--- config.mk ---
export PLATFORM = sky130hd
export DESIGN_NAME = genset_load_step_and_mains_override
export DESIGN_NICKNAME = d
export VERILOG_FILES = /design/src/verilog/genset_ctrl_pkg.sv /design/src/verilog/genset_load_step_and_mains_override.sv /design/src/verilog/input_function_map.sv
export SDC_FILE = /design/constraint.sdc
export NUM_CORES = 1
export LEC_CHECK = 0
export ABC_AREA = 1
export BUFFER_PORTS_ARGS = -buffer_cell sky130_fd_sc_hd__clkbuf_2
export CELL_PAD_IN_SITES_DETAIL_PLACEMENT = 2
export CELL_PAD_IN_SITES_GLOBAL_PLACEMENT = 2
export CORE_UTILIZATION = 30
export DETAILED_ROUTE_END_ITERATION = 10
export MAX_ROUTING_LAYER = met4
export PLACE_DENSITY_LB_ADDON = 0.08
export RECOVER_POWER = 50
export SETUP_SLACK_MARGIN = 0.5
export SYNTH_ARGS = -nofsm -noshare
export SYNTH_HDL_FRONTEND = slang
export SYNTH_HIERARCHICAL = 1
export SYNTH_SLANG_ARGS = --single-unit
--- constraint.sdc ---
create_clock -name ref_clk_in -period 5.3 [get_ports ref_clk_in]
set_clock_uncertainty 0.2 [all_clocks]
set_input_delay 0.53 -clock ref_clk_in [delete_from_list [all_inputs] [get_ports ref_clk_in]]
set_output_delay 0.53 -clock ref_clk_in [all_outputs]
set_load 0.03 [all_outputs]
--- src/verilog/genset_ctrl_pkg.sv ---
/*
 * Shared constants for the genset load-step sequencer and the mains override logic:
 * the function input indices, timing figures, limit set codes and alarm codes.
 * Assumes a single 50 MHz timebase. Every slower rate is made by dividers in the top module.
 */
// How it works
// - Five prioritized steps, add upward, remove downward.
// - Low power for add delay adds one step.
// - Add wait delay separates successive add pulses.
// - High power for subtract delay removes one.
// - Subtract wait delay separates successive subtract pulses.
// - Every add or subtract pulse lasts 0.25 s.
// - Mappable inputs, NO/NC, polarity, code 3 silences.
// - Remote start replaces mains sensing: present means failed.
// - Mains indicators follow remote start while used.
// - Disable auto start forces mains healthy.
// - Running genset still gets waiting and cooldown.
// - Disable or simulate signal shows mains present.
// - Passive disable or simulate input resumes normal mains sensing.
// - Remote start beats disable and force start.
// - Delayed simulation: off-load active input means healthy.
// - On-load assertion blocks simulation for flash on-time.
// - Remote start wins over delayed simulation mode.
// - Flashing relay toggles at each on/off period.
// - Zero hour flash period becomes two minutes.
// - Priority input makes master after each failure.
// - Three limit sets, inputs select second, third.
package genset_ctrl_pkg;

	// ****************************************************************
	// Timebase
	// ****************************************************************
	localparam int CLK_HZ = 50_000_000;
	localparam int MS_PER_S = 1000;
	localparam int MS_TICK_CYCLES = CLK_HZ / MS_PER_S;
	localparam int PULSE_MS = 250;
	localparam int S_PER_MIN = 60;
	localparam int S_PER_HOUR = 3600;
	localparam int FLASH_ZERO_MIN = 2;
	localparam int FLASH_ZERO_S = FLASH_ZERO_MIN * S_PER_MIN;

	// ****************************************************************
	// Load steps
	// ****************************************************************
	localparam int NUM_STEPS = 5;
	localparam int STEP_CNT_W = 3;

	// ****************************************************************
	// Function inputs
	// ****************************************************************
	localparam int NUM_FUNC = 7;
	localparam int F_REMOTE = 0;
	localparam int F_DISABLE_AUTO = 1;
	localparam int F_SIMULATE = 2;
	localparam int F_PRIORITY = 3;
	localparam int F_SET2 = 4;
	localparam int F_SET3 = 5;
	localparam int F_FORCE_START = 6;
	localparam logic [1:0] ALARM_CODE_SILENT = 2'h3;

	// ****************************************************************
	// Limit set selection codes
	// ****************************************************************
	localparam logic [1:0] LIMIT_SET_1 = 2'h0;
	localparam logic [1:0] LIMIT_SET_2 = 2'h1;
	localparam logic [1:0] LIMIT_SET_3 = 2'h2;

	localparam int FLASH_CNT_W = 24;
	localparam int HOURS_W = 8;

endpackage

--- src/verilog/genset_load_step_and_mains_override.sv ---
/*
 * Five-step load add/subtract sequencer with start and wait timers, plus the mains
 * status override: remote start, disable auto start, delayed mains simulation,
 * flashing relay, priority master selection and limit set selection.
 * Assumes all pins and configuration are synchronous to ref_clk_in and that an engine
 * sequencer downstream consumes mains_ok_out to run waiting and cooldown cycles.
 */
module genset_load_step_and_mains_override
	import genset_ctrl_pkg::*;
#(
	parameter int NUM_DIN = 16,
	parameter int SEL_W = 4,
	parameter int POWER_W = 16,
	parameter int DELAY_W = 16,
	parameter int MS_CYCLES = MS_TICK_CYCLES
)
(
	input wire logic ref_clk_in,
	input wire logic sys_rst_in,
	input wire logic [NUM_DIN-1:0] din_in,
	input wire logic [NUM_FUNC*SEL_W-1:0] func_sel_in,
	input wire logic [NUM_FUNC-1:0] func_defined_in,
	input wire logic [NUM_FUNC-1:0] func_nc_in,
	input wire logic [NUM_FUNC-1:0] func_neg_in,
	input wire logic [NUM_FUNC*2-1:0] input_alarm_code_a_in,
	input wire logic [POWER_W-1:0] active_power_in,
	input wire logic [POWER_W-1:0] add_power_level_in,
	input wire logic [POWER_W-1:0] subtract_power_level_in,
	input wire logic [DELAY_W-1:0] add_start_delay_in,
	input wire logic [DELAY_W-1:0] add_wait_delay_in,
	input wire logic [DELAY_W-1:0] subtract_start_delay_in,
	input wire logic [DELAY_W-1:0] subtract_wait_delay_in,
	input wire logic [HOURS_W-1:0] flash_on_hours_in,
	input wire logic [HOURS_W-1:0] flash_off_hours_in,
	input wire logic delayed_simulate_in,
	input wire logic mains_measured_ok_in,
	input wire logic genset_running_in,
	input wire logic genset_on_load_in,
	output logic [NUM_STEPS-1:0] load_add_out,
	output logic [NUM_STEPS-1:0] load_subtract_out,
	output logic [STEP_CNT_W-1:0] steps_supplied_out,
	output logic mains_ok_out,
	output logic mains_led_out,
	output logic force_start_out,
	output logic flash_relay_out,
	output logic master_out,
	output logic [1:0] limit_set_out,
	output logic [NUM_FUNC-1:0] input_alarm_out
);

	// ****************************************************************
	// Function inputs
	// ****************************************************************
	logic [NUM_FUNC-1:0] func_active;

	genvar gi;
	generate
		for (gi = 0; gi < NUM_FUNC; gi++)
		begin : g_func
			input_function_map #(
				.NUM_DIN(NUM_DIN),
				.SEL_W(SEL_W)
			) u_map (
				.ref_clk_in(ref_clk_in),
				.sys_rst_in(sys_rst_in),
				.din_in(din_in),
				.sel_in(func_sel_in[gi*SEL_W +: SEL_W]),
				.defined_in(func_defined_in[gi]),
				.nc_in(func_nc_in[gi]),
				.neg_in(func_neg_in[gi]),
				.alarm_code_in(input_alarm_code_a_in[gi*2 +: 2]),
				.active_out(func_active[gi]),
				.alarm_out(input_alarm_out[gi])
			);
		end
	endgenerate

	logic remote_act;
	logic das_act;
	logic sim_act;
	assign remote_act = func_active[F_REMOTE];
	assign das_act = func_active[F_DISABLE_AUTO];
	assign sim_act = func_active[F_SIMULATE];

	// ****************************************************************
	// Millisecond and second enables
	// ****************************************************************
	localparam int MS_CNT_W = $clog2(MS_CYCLES + 1);
	localparam logic [MS_CNT_W-1:0] MS_LAST = MS_CNT_W'(MS_CYCLES - 1);
	localparam logic [9:0] SEC_LAST = 10'(MS_PER_S - 1);

	logic [MS_CNT_W-1:0] ms_cnt_q;
	logic [9:0] sec_cnt_q;
	logic ms_tick;
	logic sec_tick;

	assign ms_tick = (ms_cnt_q == MS_LAST);
	assign sec_tick = ms_tick && (sec_cnt_q == SEC_LAST);

	always_ff @(posedge ref_clk_in)
	begin
		if (sys_rst_in)
		begin
			ms_cnt_q <= '0;
			sec_cnt_q <= '0;
		end
		else
		begin
			ms_cnt_q <= ms_tick ? '0 : ms_cnt_q + 1'b1;
			if (ms_tick)
				sec_cnt_q <= (sec_cnt_q == SEC_LAST) ? '0 : sec_cnt_q + 1'b1;
		end
	end

	// ****************************************************************
	// Load step sequencer
	// ****************************************************************
	localparam logic [8:0] PULSE_LAST = 9'(PULSE_MS - 1);
	localparam logic [DELAY_W-1:0] DELAY_MAX = '1;

	logic [STEP_CNT_W-1:0] steps_q;
	logic [DELAY_W-1:0] add_low_ms_q;
	logic [DELAY_W-1:0] add_since_ms_q;
	logic [DELAY_W-1:0] sub_high_ms_q;
	logic [DELAY_W-1:0] sub_since_ms_q;
	logic [8:0] pulse_ms_q;
	logic pulse_busy_q;
	logic power_low;
	logic power_high;
	logic add_fire;
	logic sub_fire;

	assign power_low = active_power_in < add_power_level_in;
	assign power_high = active_power_in > subtract_power_level_in;

	// A new pulse waits for the previous one to end so two contactors never move together.
	assign add_fire = power_low && (add_low_ms_q >= add_start_delay_in)
		&& (add_since_ms_q >= add_wait_delay_in)
		&& (steps_q < STEP_CNT_W'(NUM_STEPS)) && !pulse_busy_q;
	assign sub_fire = !add_fire && power_high
		&& (sub_high_ms_q >= subtract_start_delay_in)
		&& (sub_since_ms_q >= subtract_wait_delay_in)
		&& (steps_q != '0) && !pulse_busy_q;

	always_ff @(posedge ref_clk_in)
	begin
		if (sys_rst_in)
		begin
			add_low_ms_q <= '0;
			sub_high_ms_q <= '0;
		end
		else
		begin
			// The start timers restart after each pulse, so every step needs a fresh delay.
			if (!power_low || add_fire)
				add_low_ms_q <= '0;
			else if (ms_tick && add_low_ms_q != DELAY_MAX)
				add_low_ms_q <= add_low_ms_q + 1'b1;
			if (!power_high || sub_fire)
				sub_high_ms_q <= '0;
			else if (ms_tick && sub_high_ms_q != DELAY_MAX)
				sub_high_ms_q <= sub_high_ms_q + 1'b1;
		end
	end

	// The wait timers start saturated so the first pulse after reset needs only the start delay.
	always_ff @(posedge ref_clk_in)
	begin
		if (sys_rst_in)
		begin
			add_since_ms_q <= DELAY_MAX;
			sub_since_ms_q <= DELAY_MAX;
		end
		else
		begin
			if (add_fire)
				add_since_ms_q <= '0;
			else if (ms_tick && add_since_ms_q != DELAY_MAX)
				add_since_ms_q <= add_since_ms_q + 1'b1;
			if (sub_fire)
				sub_since_ms_q <= '0;
			else if (ms_tick && sub_since_ms_q != DELAY_MAX)
				sub_since_ms_q <= sub_since_ms_q + 1'b1;
		end
	end

	always_ff @(posedge ref_clk_in)
	begin
		if (sys_rst_in)
		begin
			steps_q <= '0;
			load_add_out <= '0;
			load_subtract_out <= '0;
			pulse_busy_q <= 1'b0;
			pulse_ms_q <= '0;
		end
		else if (add_fire)
		begin
			load_add_out <= NUM_STEPS'(1) << steps_q;
			steps_q <= steps_q + 1'b1;
			pulse_busy_q <= 1'b1;
			pulse_ms_q <= '0;
		end
		else if (sub_fire)
		begin
			load_subtract_out <= NUM_STEPS'(1) << (steps_q - 1'b1);
			steps_q <= steps_q - 1'b1;
			pulse_busy_q <= 1'b1;
			pulse_ms_q <= '0;
		end
		else if (pulse_busy_q && ms_tick)
		begin
			if (pulse_ms_q == PULSE_LAST)
			begin
				load_add_out <= '0;
				load_subtract_out <= '0;
				pulse_busy_q <= 1'b0;
			end
			else
				pulse_ms_q <= pulse_ms_q + 1'b1;
		end
	end

	assign steps_supplied_out = steps_q;

	// ****************************************************************
	// Flashing relay
	// ****************************************************************
	function automatic logic [FLASH_CNT_W-1:0] flash_period_s(input logic [HOURS_W-1:0] hours);
		logic [FLASH_CNT_W-1:0] p;
		p = FLASH_CNT_W'(hours) * FLASH_CNT_W'(S_PER_HOUR);
		if (hours == '0)
			p = FLASH_CNT_W'(FLASH_ZERO_S);
		return p;
	endfunction

	logic [FLASH_CNT_W-1:0] flash_s_q;
	logic [FLASH_CNT_W-1:0] flash_limit;
	logic [FLASH_CNT_W-1:0] flash_on_s;

	assign flash_on_s = flash_period_s(flash_on_hours_in);
	assign flash_limit = flash_relay_out ? flash_on_s : flash_period_s(flash_off_hours_in);

	always_ff @(posedge ref_clk_in)
	begin
		if (sys_rst_in)
		begin
			flash_s_q <= '0;
			flash_relay_out <= 1'b0;
		end
		else if (sec_tick)
		begin
			if (flash_s_q + 1'b1 >= flash_limit)
			begin
				flash_s_q <= '0;
				flash_relay_out <= ~flash_relay_out;
			end
			else
				flash_s_q <= flash_s_q + 1'b1;
		end
	end

	// ****************************************************************
	// Delayed simulation hold
	// ****************************************************************
	logic sim_prev_q;
	logic [FLASH_CNT_W-1:0] sim_hold_s_q;
	logic sim_hold_start;
	assign sim_hold_start = sim_act && !sim_prev_q && genset_running_in && genset_on_load_in;

	// Holding only on an on-load assertion lets the batteries charge before the stop sequence.
	always_ff @(posedge ref_clk_in)
	begin
		if (sys_rst_in)
		begin
			sim_prev_q <= 1'b0;
			sim_hold_s_q <= '0;
		end
		else
		begin
			sim_prev_q <= sim_act;
			if (!sim_act)
				sim_hold_s_q <= '0;
			else if (sim_hold_start)
				sim_hold_s_q <= flash_on_s;
			else if (sec_tick && sim_hold_s_q != '0)
				sim_hold_s_q <= sim_hold_s_q - 1'b1;
		end
	end

	// ****************************************************************
	// Mains decision and indicators
	// ****************************************************************
	logic mains_ok_d;
	logic mains_led_d;

	always_comb
	begin
		mains_ok_d = mains_measured_ok_in;
		mains_led_d = mains_measured_ok_in;
		if (func_defined_in[F_REMOTE])
		begin
			// Remote start is checked first, ahead of every other override.
			mains_ok_d = !remote_act;
			mains_led_d = !remote_act;
		end
		else if (das_act)
		begin
			// A running genset sees healthy mains and the engine sequencer winds it down.
			mains_ok_d = 1'b1;
			mains_led_d = 1'b1;
		end
		else if (sim_act)
		begin
			mains_led_d = 1'b1;
			if (!delayed_simulate_in || (sim_hold_s_q == '0 && !sim_hold_start))
				mains_ok_d = 1'b1;
		end
	end

	always_ff @(posedge ref_clk_in)
	begin
		if (sys_rst_in)
		begin
			mains_ok_out <= 1'b1;
			mains_led_out <= 1'b1;
			force_start_out <= 1'b0;
		end
		else
		begin
			mains_ok_out <= mains_ok_d;
			mains_led_out <= mains_led_d;
			force_start_out <= func_active[F_FORCE_START] && !func_defined_in[F_REMOTE];
		end
	end

	// ****************************************************************
	// Priority master selection
	// ****************************************************************
	always_ff @(posedge ref_clk_in)
	begin
		if (sys_rst_in)
			master_out <= 1'b1;
		else if (!func_defined_in[F_PRIORITY])
			master_out <= 1'b1;
		else if (!func_active[F_PRIORITY])
			master_out <= 1'b0;
		else if (mains_ok_out && !mains_ok_d)
			master_out <= 1'b1;
	end

	// ****************************************************************
	// Limit set selection
	// ****************************************************************
	always_ff @(posedge ref_clk_in)
	begin
		if (sys_rst_in)
			limit_set_out <= LIMIT_SET_1;
		else if (func_active[F_SET3])
			limit_set_out <= LIMIT_SET_3;
		else if (func_active[F_SET2])
			limit_set_out <= LIMIT_SET_2;
		else
			limit_set_out <= LIMIT_SET_1;
	end

endmodule

--- src/verilog/input_function_map.sv ---
/*
 * One configurable function input: picks a digital input, applies contact sense and
 * switching polarity, and raises an alarm unless the alarm code silences it.
 * Assumes the pins are already synchronous to the clock.
 */
module input_function_map
	import genset_ctrl_pkg::*;
#(
	parameter int NUM_DIN = 16,
	parameter int SEL_W = 4
)
(
	input wire logic ref_clk_in,
	input wire logic sys_rst_in,
	input wire logic [NUM_DIN-1:0] din_in,
	input wire logic [SEL_W-1:0] sel_in,
	input wire logic defined_in,
	input wire logic nc_in,
	input wire logic neg_in,
	input wire logic [1:0] alarm_code_in,
	output logic active_out,
	output logic alarm_out
);

	logic pin_level;
	logic contact_closed;
	logic active_d;

	always_comb
	begin
		pin_level = 1'b0;
		if (int'(sel_in) < NUM_DIN)
		begin
			pin_level = din_in[sel_in];
		end
		// A contact switched to negative pulls its pin low when closed.
		contact_closed = neg_in ? ~pin_level : pin_level;
		active_d = defined_in & (nc_in ? ~contact_closed : contact_closed);
	end

	always_ff @(posedge ref_clk_in)
	begin
		if (sys_rst_in)
		begin
			active_out <= 1'b0;
			alarm_out <= 1'b0;
		end
		else
		begin
			active_out <= active_d;
			alarm_out <= active_d & (alarm_code_in != ALARM_CODE_SILENT);
		end
	end

endmodule

==> results of run 1 <==
==> through the flow <==
step / power [mW] / util (%)
after floorplan: 2.03 / -
after global placement: 2.34 / 34.2
after detailed placement: 2.39 / 34.2
after CTS: 3.76 / 35.5
after global routing: 4.07 / 36.0
final: 3.82 / 36.0
==> sequential cells by signal (all words and copies together) (netlist names), 7 cells and up <==
register,flops
flash_s_q,24
sim_hold_s_q,24
add_low_ms_q,16
add_since_ms_q,16
ms_cnt_q,16
sub_high_ms_q,16
sub_since_ms_q,16
sec_cnt_q,10
pulse_ms_q,9
g_func.u_map/active_out,7
g_func.u_map/alarm_out,7
==> metal layers <==
metal  GRT usage, %  vias up  part of all wire [%]
li1               -     8358                     -
met1           25.3     8048                    45
met2           37.6      194                    50
met3           4.05       39                   3.9
met4           4.96        0                   1.3
met5              -        -                     0
==> worst max-delay path, delay by kind of cell <==
kind / cells / cell delay [ns]
buf+inv: 4 / 0.38
compound gates: 6 / 0.82
simple gates: 11 / 1.20
fa+ha+maj: 7 / 2.18
==> where the power goes <==
part | switching [mW] | total [mW] | leakage (nW) | internal (mW)
Clock | 0.652 | 1.29 | 0.270 | 0.642
Sequential | 0.00509 | 1.39 | 1.48 | 1.38
Combinational | 0.657 | 1.13 | 8.40 | 0.477
==> layout make-up <==
cell class	instances	area, sq um	area share [%]
antenna	6	15.0	0.0772
clock buffer	20	457	2.35
clock inverter	12	114	0.585
inverter	473	1830	9.42
multi-input combinational	1755	11100	56.8
sequential	183	3660	18.8
tap	696	871	4.48
timing repair buffer	277	1460	7.48
==> worst max-delay path by stage <==
stage                          to  slack [ns]  depth (start not counted)
detailed placement   flash_s_q[5]       -0.26                         29
finish               flash_s_q[0]        0.38                         28
global placement    flash_s_q[19]      -0.006                         30
CTS                  flash_s_q[5]        0.50                         29
floorplan           flash_s_q[17]        0.51                         27
global route         flash_s_q[0]        0.16                         29
==> timing repair <==
item,CTS,global route
resized for setup,14,61
gates cloned,1,0
endpoints found under the setup margin,21,21
pin swaps,3,19
setup buffers,10,6
==> cell usage in the layout, fill, tap and decap left out, types with 5 or more instances in the layout <==
master and n:
sky130_fd_sc_hd__nand2_1 520, sky130_fd_sc_hd__inv_1 444, sky130_fd_sc_hd__nor2_1 223, sky130_fd_sc_hd__clkbuf_2 207, sky130_fd_sc_hd__ha_1 195, sky130_fd_sc_hd__dfxtp_1 183
sky130_fd_sc_hd__nand3_1 174, sky130_fd_sc_hd__a21oi_1 137, sky130_fd_sc_hd__o21ai_0 64, sky130_fd_sc_hd__xor2_1 49, sky130_fd_sc_hd__nand4_1 40, sky130_fd_sc_hd__nand2_2 38
sky130_fd_sc_hd__nor3_1 36, sky130_fd_sc_hd__buf_4 34, sky130_fd_sc_hd__nand3_2 33, sky130_fd_sc_hd__clkbuf_1 33, sky130_fd_sc_hd__xnor2_1 28, sky130_fd_sc_hd__inv_2 19
sky130_fd_sc_hd__o21ai_2 18, sky130_fd_sc_hd__ha_4 18, sky130_fd_sc_hd__nor2_2 17, sky130_fd_sc_hd__clkbuf_16 17, sky130_fd_sc_hd__fa_1 14, sky130_fd_sc_hd__nor4_1 13
sky130_fd_sc_hd__nor3b_1 12, sky130_fd_sc_hd__o211ai_1 11, sky130_fd_sc_hd__inv_8 11, sky130_fd_sc_hd__or2_2 10, sky130_fd_sc_hd__nor2_4 9, sky130_fd_sc_hd__o21ai_1 9
sky130_fd_sc_hd__o21a_1 7, sky130_fd_sc_hd__a211oi_1 7, sky130_fd_sc_hd__diode_2 6, sky130_fd_sc_hd__o21bai_1 6, sky130_fd_sc_hd__a21oi_2 5, sky130_fd_sc_hd__nor3_2 5
==> cell families after synthesis <==
family	after synthesis	synth area share (%)
buffers and inverters	513	12.5
AOI/OAI and AO/OA	291	10.1
and+or+nand+nor	1157	33.0
xor gates and xnor gates	77	4.09
DFF	183	22.2
adders and majority gates	229	18.1
==> insert_results.sql, run 1 <==
INSERT INTO impl_metrics (metric_group, metric, value, unit) VALUES
('clock_tree', 'cts.path.max_buffers', '2', ''),
('critical_path', 'worst-r2r-setup-slack', '1.01', 'ns'),
('critical_path', 'crit_path_frequent_cell', 'sky130_fd_sc_hd__ha_1', ''),
('critical_path', 'reg2reg_to', 'add_low_ms_q[4]', ''),
('floorplanning', 'die-width', '236', 'um'),
('detailed_routing', 'vias', '16600', ''),
('critical_path', 'timing.critical_path.slowest_cell_delay', '0.46', 'ns'),
('detailed_routing', 'via_per_instance_ratio', '4.86', ''),
('clock_tree', 'cts_hold_buf', '0', ''),
('flow_run', 'cap_viol_max_count', '1', ''),
('critical_path', 'r2r.worst_path.cells', '13', ''),
('critical_path', 'worst_path_max_delay_cell', 'sky130_fd_sc_hd__fa_1', ''),
('yosys', 'post_synth_instance_area', '16500', 'sq um'),
('timing', 'timing.fmax', '0.203', 'GHz'),
('floorplanning', 'top_level_ports', '240', ''),
('outcome', 'violations', 'capacitance limit, slew limit', ''),
('min_path', 'hold_class', 'input port to register', ''),
('yosys', 'synth.top_cell.area_share', '22.2', '%'),
('min_path', 'hold-path-endpoint', 'master_out', ''),
('place', 'hpwl', '47.1', 'mm'),
('timing', 'final_max_slew_viol_count', '14', ''),
('detailed_routing', 'route.detailed.drc', '0', ''),
('timing', 'max_slew_margin', '-12.3', '%'),
('floorplanning', 'core_area', '54000', 'sq um'),
('clock_tree', 'h-tree-depth', '4', ''),
('timing', 'final_critical_path_setup_slack', '0.381', 'ns'),
('clock_tree', 'clkTransAtPathRegs', '0.08', 'ns'),
('clock_tree', 'cts_num_sinks', '183', ''),
('timing', 'finalCriticalPeriod', '4.92', 'ns'),
('yosys', 'syn_avg_cell_area', '6.73', 'sq um'),
('power_and_ir_drop', 'total_leakage_power', '10.1', 'nW'),
('clock_tree', 'cts.root.buffer_cell', 'sky130_fd_sc_hd__clkbuf_16', ''),
('yosys', 'synth_top_area_cell', 'sky130_fd_sc_hd__dfxtp_1', ''),
('outcome', 'result_of_the_run', 'complete, but fails checks', ''),
('clock_tree', 'cts_buffers', '17', ''),
('critical_path', 'timing.setup.critical_path_class', 'input port to register', ''),
('yosys', 'ys_types', '63', ''),
('final_layout', 'final_cells', '3422', ''),
('detailed_routing', 'drt_pass1_iterations', '4', ''),
('place', 'portBuffers', '239', ''),
('timing', 'timing_hold_violations_final', '0', ''),
('yosys', 'synth.yosys.warnings', '6', ''),
('place', 'dp_cell_count', '3367', ''),
('detailed_routing', 'drt-initial-drc-count', '412', ''),
('floorplanning', 'num_rows', '85', ''),
('power_and_ir_drop', 'power.ir.vdd_worst', '0.244', 'mV'),
('floorplanning', 'die_h', '236', 'um'),
('yosys', 'dominantRegCellSynth', 'sky130_fd_sc_hd__dfxtp_1', ''),
('timing', 'fin_crit_sh', '92.8', '%'),
('detailed_routing', 'post_drt_wl_per_cell', '17.1', 'um'),
('yosys', 'post-synth-top-count-cell', 'sky130_fd_sc_hd__nand2_1', ''),
('place', 'gp_congestion', '0.822', ''),
('min_path', 'worst_hold_path.num_cells', '2', ''),
('critical_path', 'end_kind', 'register', ''),
('clock_tree', 'tritoncts', 'yes', ''),
('critical_path', 'regToRegStartpoint', 'add_low_ms_q[2]', ''),
('timing', 'tns', '0', 'ns'),
('floorplanning', 'floorplan.initialDensity', '30.5', '%'),
('final_layout', 'synthToLayoutAreaGrowth', '18.1', '%'),
('yosys', 'post_synth_most_frequent_cells', 'sky130_fd_sc_hd__nand2_1 (515), sky130_fd_sc_hd__inv_1 (450), sky130_fd_sc_hd__nor2_1 (222), sky130_fd_sc_hd__ha_1 (213), sky130_fd_sc_hd__dfxtp_1 (183)', ''),
('yosys', 'share_of_synthesized_area_occupied_by_flip_flops_and_latches', '22.2', '%'),
('detailed_routing', 'antenna_violating_nets_post_route', '0', ''),
('grt', 'maximum_number_of_pins_on_one_net_before_global_route_repair', '33', ''),
('grt', 'grt_antenna_before_repair', '6', ''),
('final_layout', 'drive_above_1_share', '17.4', '%'),
('power_and_ir_drop', 'p_per_area', '196', 'nW/um^2'),
('place', 'pre_cts_ws', '-0.264', 'ns'),
('final_layout', 'fin_area', '19500', 'sq um'),
('final_layout', 'fillCellCount', '6619', ''),
('yosys', 'synth.net_count', '2892', ''),
('critical_path', 'cp_max_fo', '6', '');
(Power assumes the default switching activity.)
==> inputs of run 2 (changes only) <==
- CORE_MARGIN: unset -> 2
- CORE_UTILIZATION: 30 -> 32
==> insert_results.sql, run 2 (synthesized netlist as in run 1, its figures left out) <==
INSERT INTO impl_metrics (metric_group, metric, value, unit) VALUES
('outcome', 'result_of_the_run', 'complete, but fails checks', ''),
('outcome', 'violations', 'capacitance limit, slew limit', ''),
('critical_path', 'critical_path_arrival', '5.04', 'ns'),
('critical_path', 'regToRegStartpoint', 'ms_cnt_q[0]', ''),
('clock_tree', 'cts.path.max_buffers', '2', ''),
('final_layout', 'drive_above_1_share', '17.0', '%'),
('critical_path', 'timing.critical_path.slowest_cell_delay', '0.45', 'ns'),
('timing', 'final_max_slew_viol_count', '14', ''),
('final_layout', 'commonest_cells_after_routing_fill_and_taps_aside', 'sky130_fd_sc_hd__nand2_1 (518), sky130_fd_sc_hd__inv_1 (446), sky130_fd_sc_hd__nor2_1 (223), sky130_fd_sc_hd__clkbuf_2 (209), sky130_fd_sc_hd__ha_1 (197)', ''),
('critical_path', 'cp_max_fo', '8', ''),
('detailed_routing', 'drt_pass1_iterations', '4', ''),
('final_layout', 'final-seq-area', '3660', 'sq um'),
('detailed_routing', 'antenna_violating_nets_post_route', '0', ''),
('detailed_routing', 'route.final.wire_length', '57.8', 'mm'),
('critical_path', 'critPathCapture', 'flash_s_q[8]', ''),
('floorplanning', 'design.die.area', '53300', 'sq um'),
('grt', 'grt_antenna_before_repair', '3', ''),
('place', 'dp_cell_count', '3354', ''),
('place', 'gp_congestion', '0.863', ''),
('clock_tree', 'cts_hold_buf', '0', ''),
('place', 'pre_cts_ws', '-0.187', 'ns'),
('timing', 'timing_hold_violations_final', '0', ''),
('final_layout', 'finish.net_count', '3145', ''),
('timing', 'setup_repair_after_global_routing_missed_its_margin', 'yes', ''),
('clock_tree', 'tritoncts', 'yes', ''),
('grt', 'grt_remaining_overflow', '0', ''),
('timing', 'final_critical_path_setup_slack', '0.476', 'ns'),
('final_layout', 'top_regs', 'flash_s_q x24, sim_hold_s_q x24', ''),
('power_and_ir_drop', 'p_total', '3.82', 'mW'),
('critical_path', 'r2r.worst_path.cells', '12', ''),
('floorplanning', 'top_level_ports', '240', ''),
('critical_path', 'worstSetupStartpointType', 'input port', ''),
('critical_path', 'end_kind', 'register', ''),
('critical_path', 'crit_path_frequent_cell', 'sky130_fd_sc_hd__ha_1', ''),
('clock_tree', 'clk-insertion-delay-late', '0.49', 'ns'),
('grt', 'maximum_number_of_pins_on_one_net_before_global_route_repair', '33', ''),
('grt', 'grt_pass1_vias', '18400', ''),
('critical_path', 'worst-r2r-setup-slack', '0.87', 'ns'),
('clock_tree', 'h-tree-depth', '4', ''),
('detailed_routing', 'post_drt_wl_per_cell', '17.0', 'um'),
('timing', 'finalSetupViolCount', '0', ''),
('floorplanning', 'core_area', '51100', 'sq um'),
('final_layout', 'final_cells', '3399', ''),
('final_layout', 'layout.cells.most_common', 'sky130_fd_sc_hd__nand2_1', ''),
('floorplanning', 'floorplan.initialDensity', '32.3', '%'),
('place', 'portBuffers', '239', ''),
('critical_path', 'timing.setup.critical_path_class', 'input port to register', ''),
('timing', 'timing.fmax', '0.207', 'GHz'),
('timing', 'finalCriticalPeriod', '4.82', 'ns'),
('clock_tree', 'cts_num_sinks', '183', ''),
('critical_path', 'worst_path_max_delay_cell', 'sky130_fd_sc_hd__fa_1', ''),
('place', 'placement.cell_area', '18500', 'sq um'),
('detailed_routing', 'via_per_instance_ratio', '4.91', ''),
('min_path', 'min-delay-start', 'func_defined_in[3]', ''),
('power_and_ir_drop', 'power.ir.vdd_worst', '0.268', 'mV'),
('final_layout', 'utilization_after_layout', '37.9', '%'),
('floorplanning', 'die_h', '231', 'um'),
('detailed_routing', 'drt-initial-drc-count', '491', ''),
('min_path', 'hold_class', 'input port to register', ''),
('detailed_routing', 'vias', '16700', ''),
('floorplanning', 'num_rows', '83', ''),
('critical_path', 'reg2reg_to', 'sim_hold_s_q[23]', ''),
('clock_tree', 'cts.root.buffer_cell', 'sky130_fd_sc_hd__clkbuf_16', ''),
('power_and_ir_drop', 'p_per_area', '197', 'nW/um^2'),
('final_layout', 'multiInputGateArea', '11000', 'sq um'),
('place', 'hpwl', '47.0', 'mm'),
('critical_path', 'timing.critical_path.from', 'flash_on_hours_in[2]', ''),
('final_layout', 'fin_area', '19400', 'sq um'),
('final_layout', 'fillCellCount', '6303', ''),
('timing', 'fin_crit_sh', '91.0', '%'),
('timing', 'worst_slew_pin_slew', '1.80', 'ns'),
('grt', 'grt_first_pass_wirelength', '93.5', 'mm'),
('critical_path', 'cp_data_required_time', '5.52', 'ns'),
('power_and_ir_drop', 'total_leakage_power', '10.1', 'nW'),
('timing', 'max_slew_margin', '-21.0', '%'),
('flow_run', 'cap_viol_max_count', '1', ''),
('floorplanning', 'die-width', '231', 'um'),
('detailed_routing', 'route.detailed.drc', '0', ''),
('final_layout', 'synthToLayoutAreaGrowth', '17.6', '%'),
('clock_tree', 'clkTransAtPathRegs', '0.07', 'ns'),
('grt', 'grtUsageTotal', '22.4', '%'),
('clock_tree', 'cts_buffers', '17', '');
-- run 2: cell count changes in the layout (fill, tap and decap cells not counted), moves of 3 or more --
cell | previous run | this run
sky130_fd_sc_hd__buf_4 | 34 | 25
sky130_fd_sc_hd__ha_4 | 18 | 14
sky130_fd_sc_hd__nand3_2 | 33 | 29
sky130_fd_sc_hd__clkinvlp_4 | 4 | 1
sky130_fd_sc_hd__diode_2 | 6 | 3
sky130_fd_sc_hd__o21ai_1 | 9 | 6
sky130_fd_sc_hd__inv_6 | 3 | 6
-- run 2: how the worst min path moves through the flow --
stage,depth (start not counted),slack (ns),endpoint
floorplan,2,0.20,limit_set_out[0]
detailed placement,2,0.22,limit_set_out[0]
global placement,2,0.21,limit_set_out[0]
finish,2,0.04,master_out
global route,2,0.05,master_out
CTS,2,0.008,master_out
-- run 2: routing by layer --
metal	global-route usage (%)	vias to the layer above	share of wire (%)
li1	-	8352	-
met1	26.2	8117	45
met2	40.0	175	51
met3	4.37	33	3.6
met4	4.01	0	1.1
met5	-	-	0
-- run 2: what timing repair did --
action / in CTS / in global routing
setup buffers: 5 / 4
pin swaps: 5 / 25
setup endpoints to repair: 19 / 21
cloned: 0 / 1
resized for setup: 10 / 55
-- run 2: stage by stage --
stage / TNS, ns / hold slack, ns
finish: 0 / 0.0426
global route: 0 / 0.0468
CTS: 0 / 0.00801
detailed placement: -3.28 / 0.217
global placement: 0 / 0.212
floorplan: 0 / 0.202
-- run 2: report_power, final --
part	switching [mW]	internal (mW)	leakage [nW]
sequential	0.00409	1.38	1.48
combinational	0.637	0.458	8.38
clock	0.657	0.674	0.286
-- run 2: worst max-delay path, delay by kind of cell --
family	cells	cell delay, ns
buf+inv	8	0.89
fa+ha+maj	7	2.05
compound gates	6	0.62
simple gates	10	0.94
-- run 2: cell type report --
cell class | instances | area share [%]
clock inverter | 13 | 0.697
inverter | 473 | 9.46
timing repair buffer | 274 | 7.52
clock buffer | 19 | 2.29
sequential | 183 | 18.9
tap | 680 | 4.39
antenna | 3 | 0.0387
multi-input combinational | 1754 | 56.7
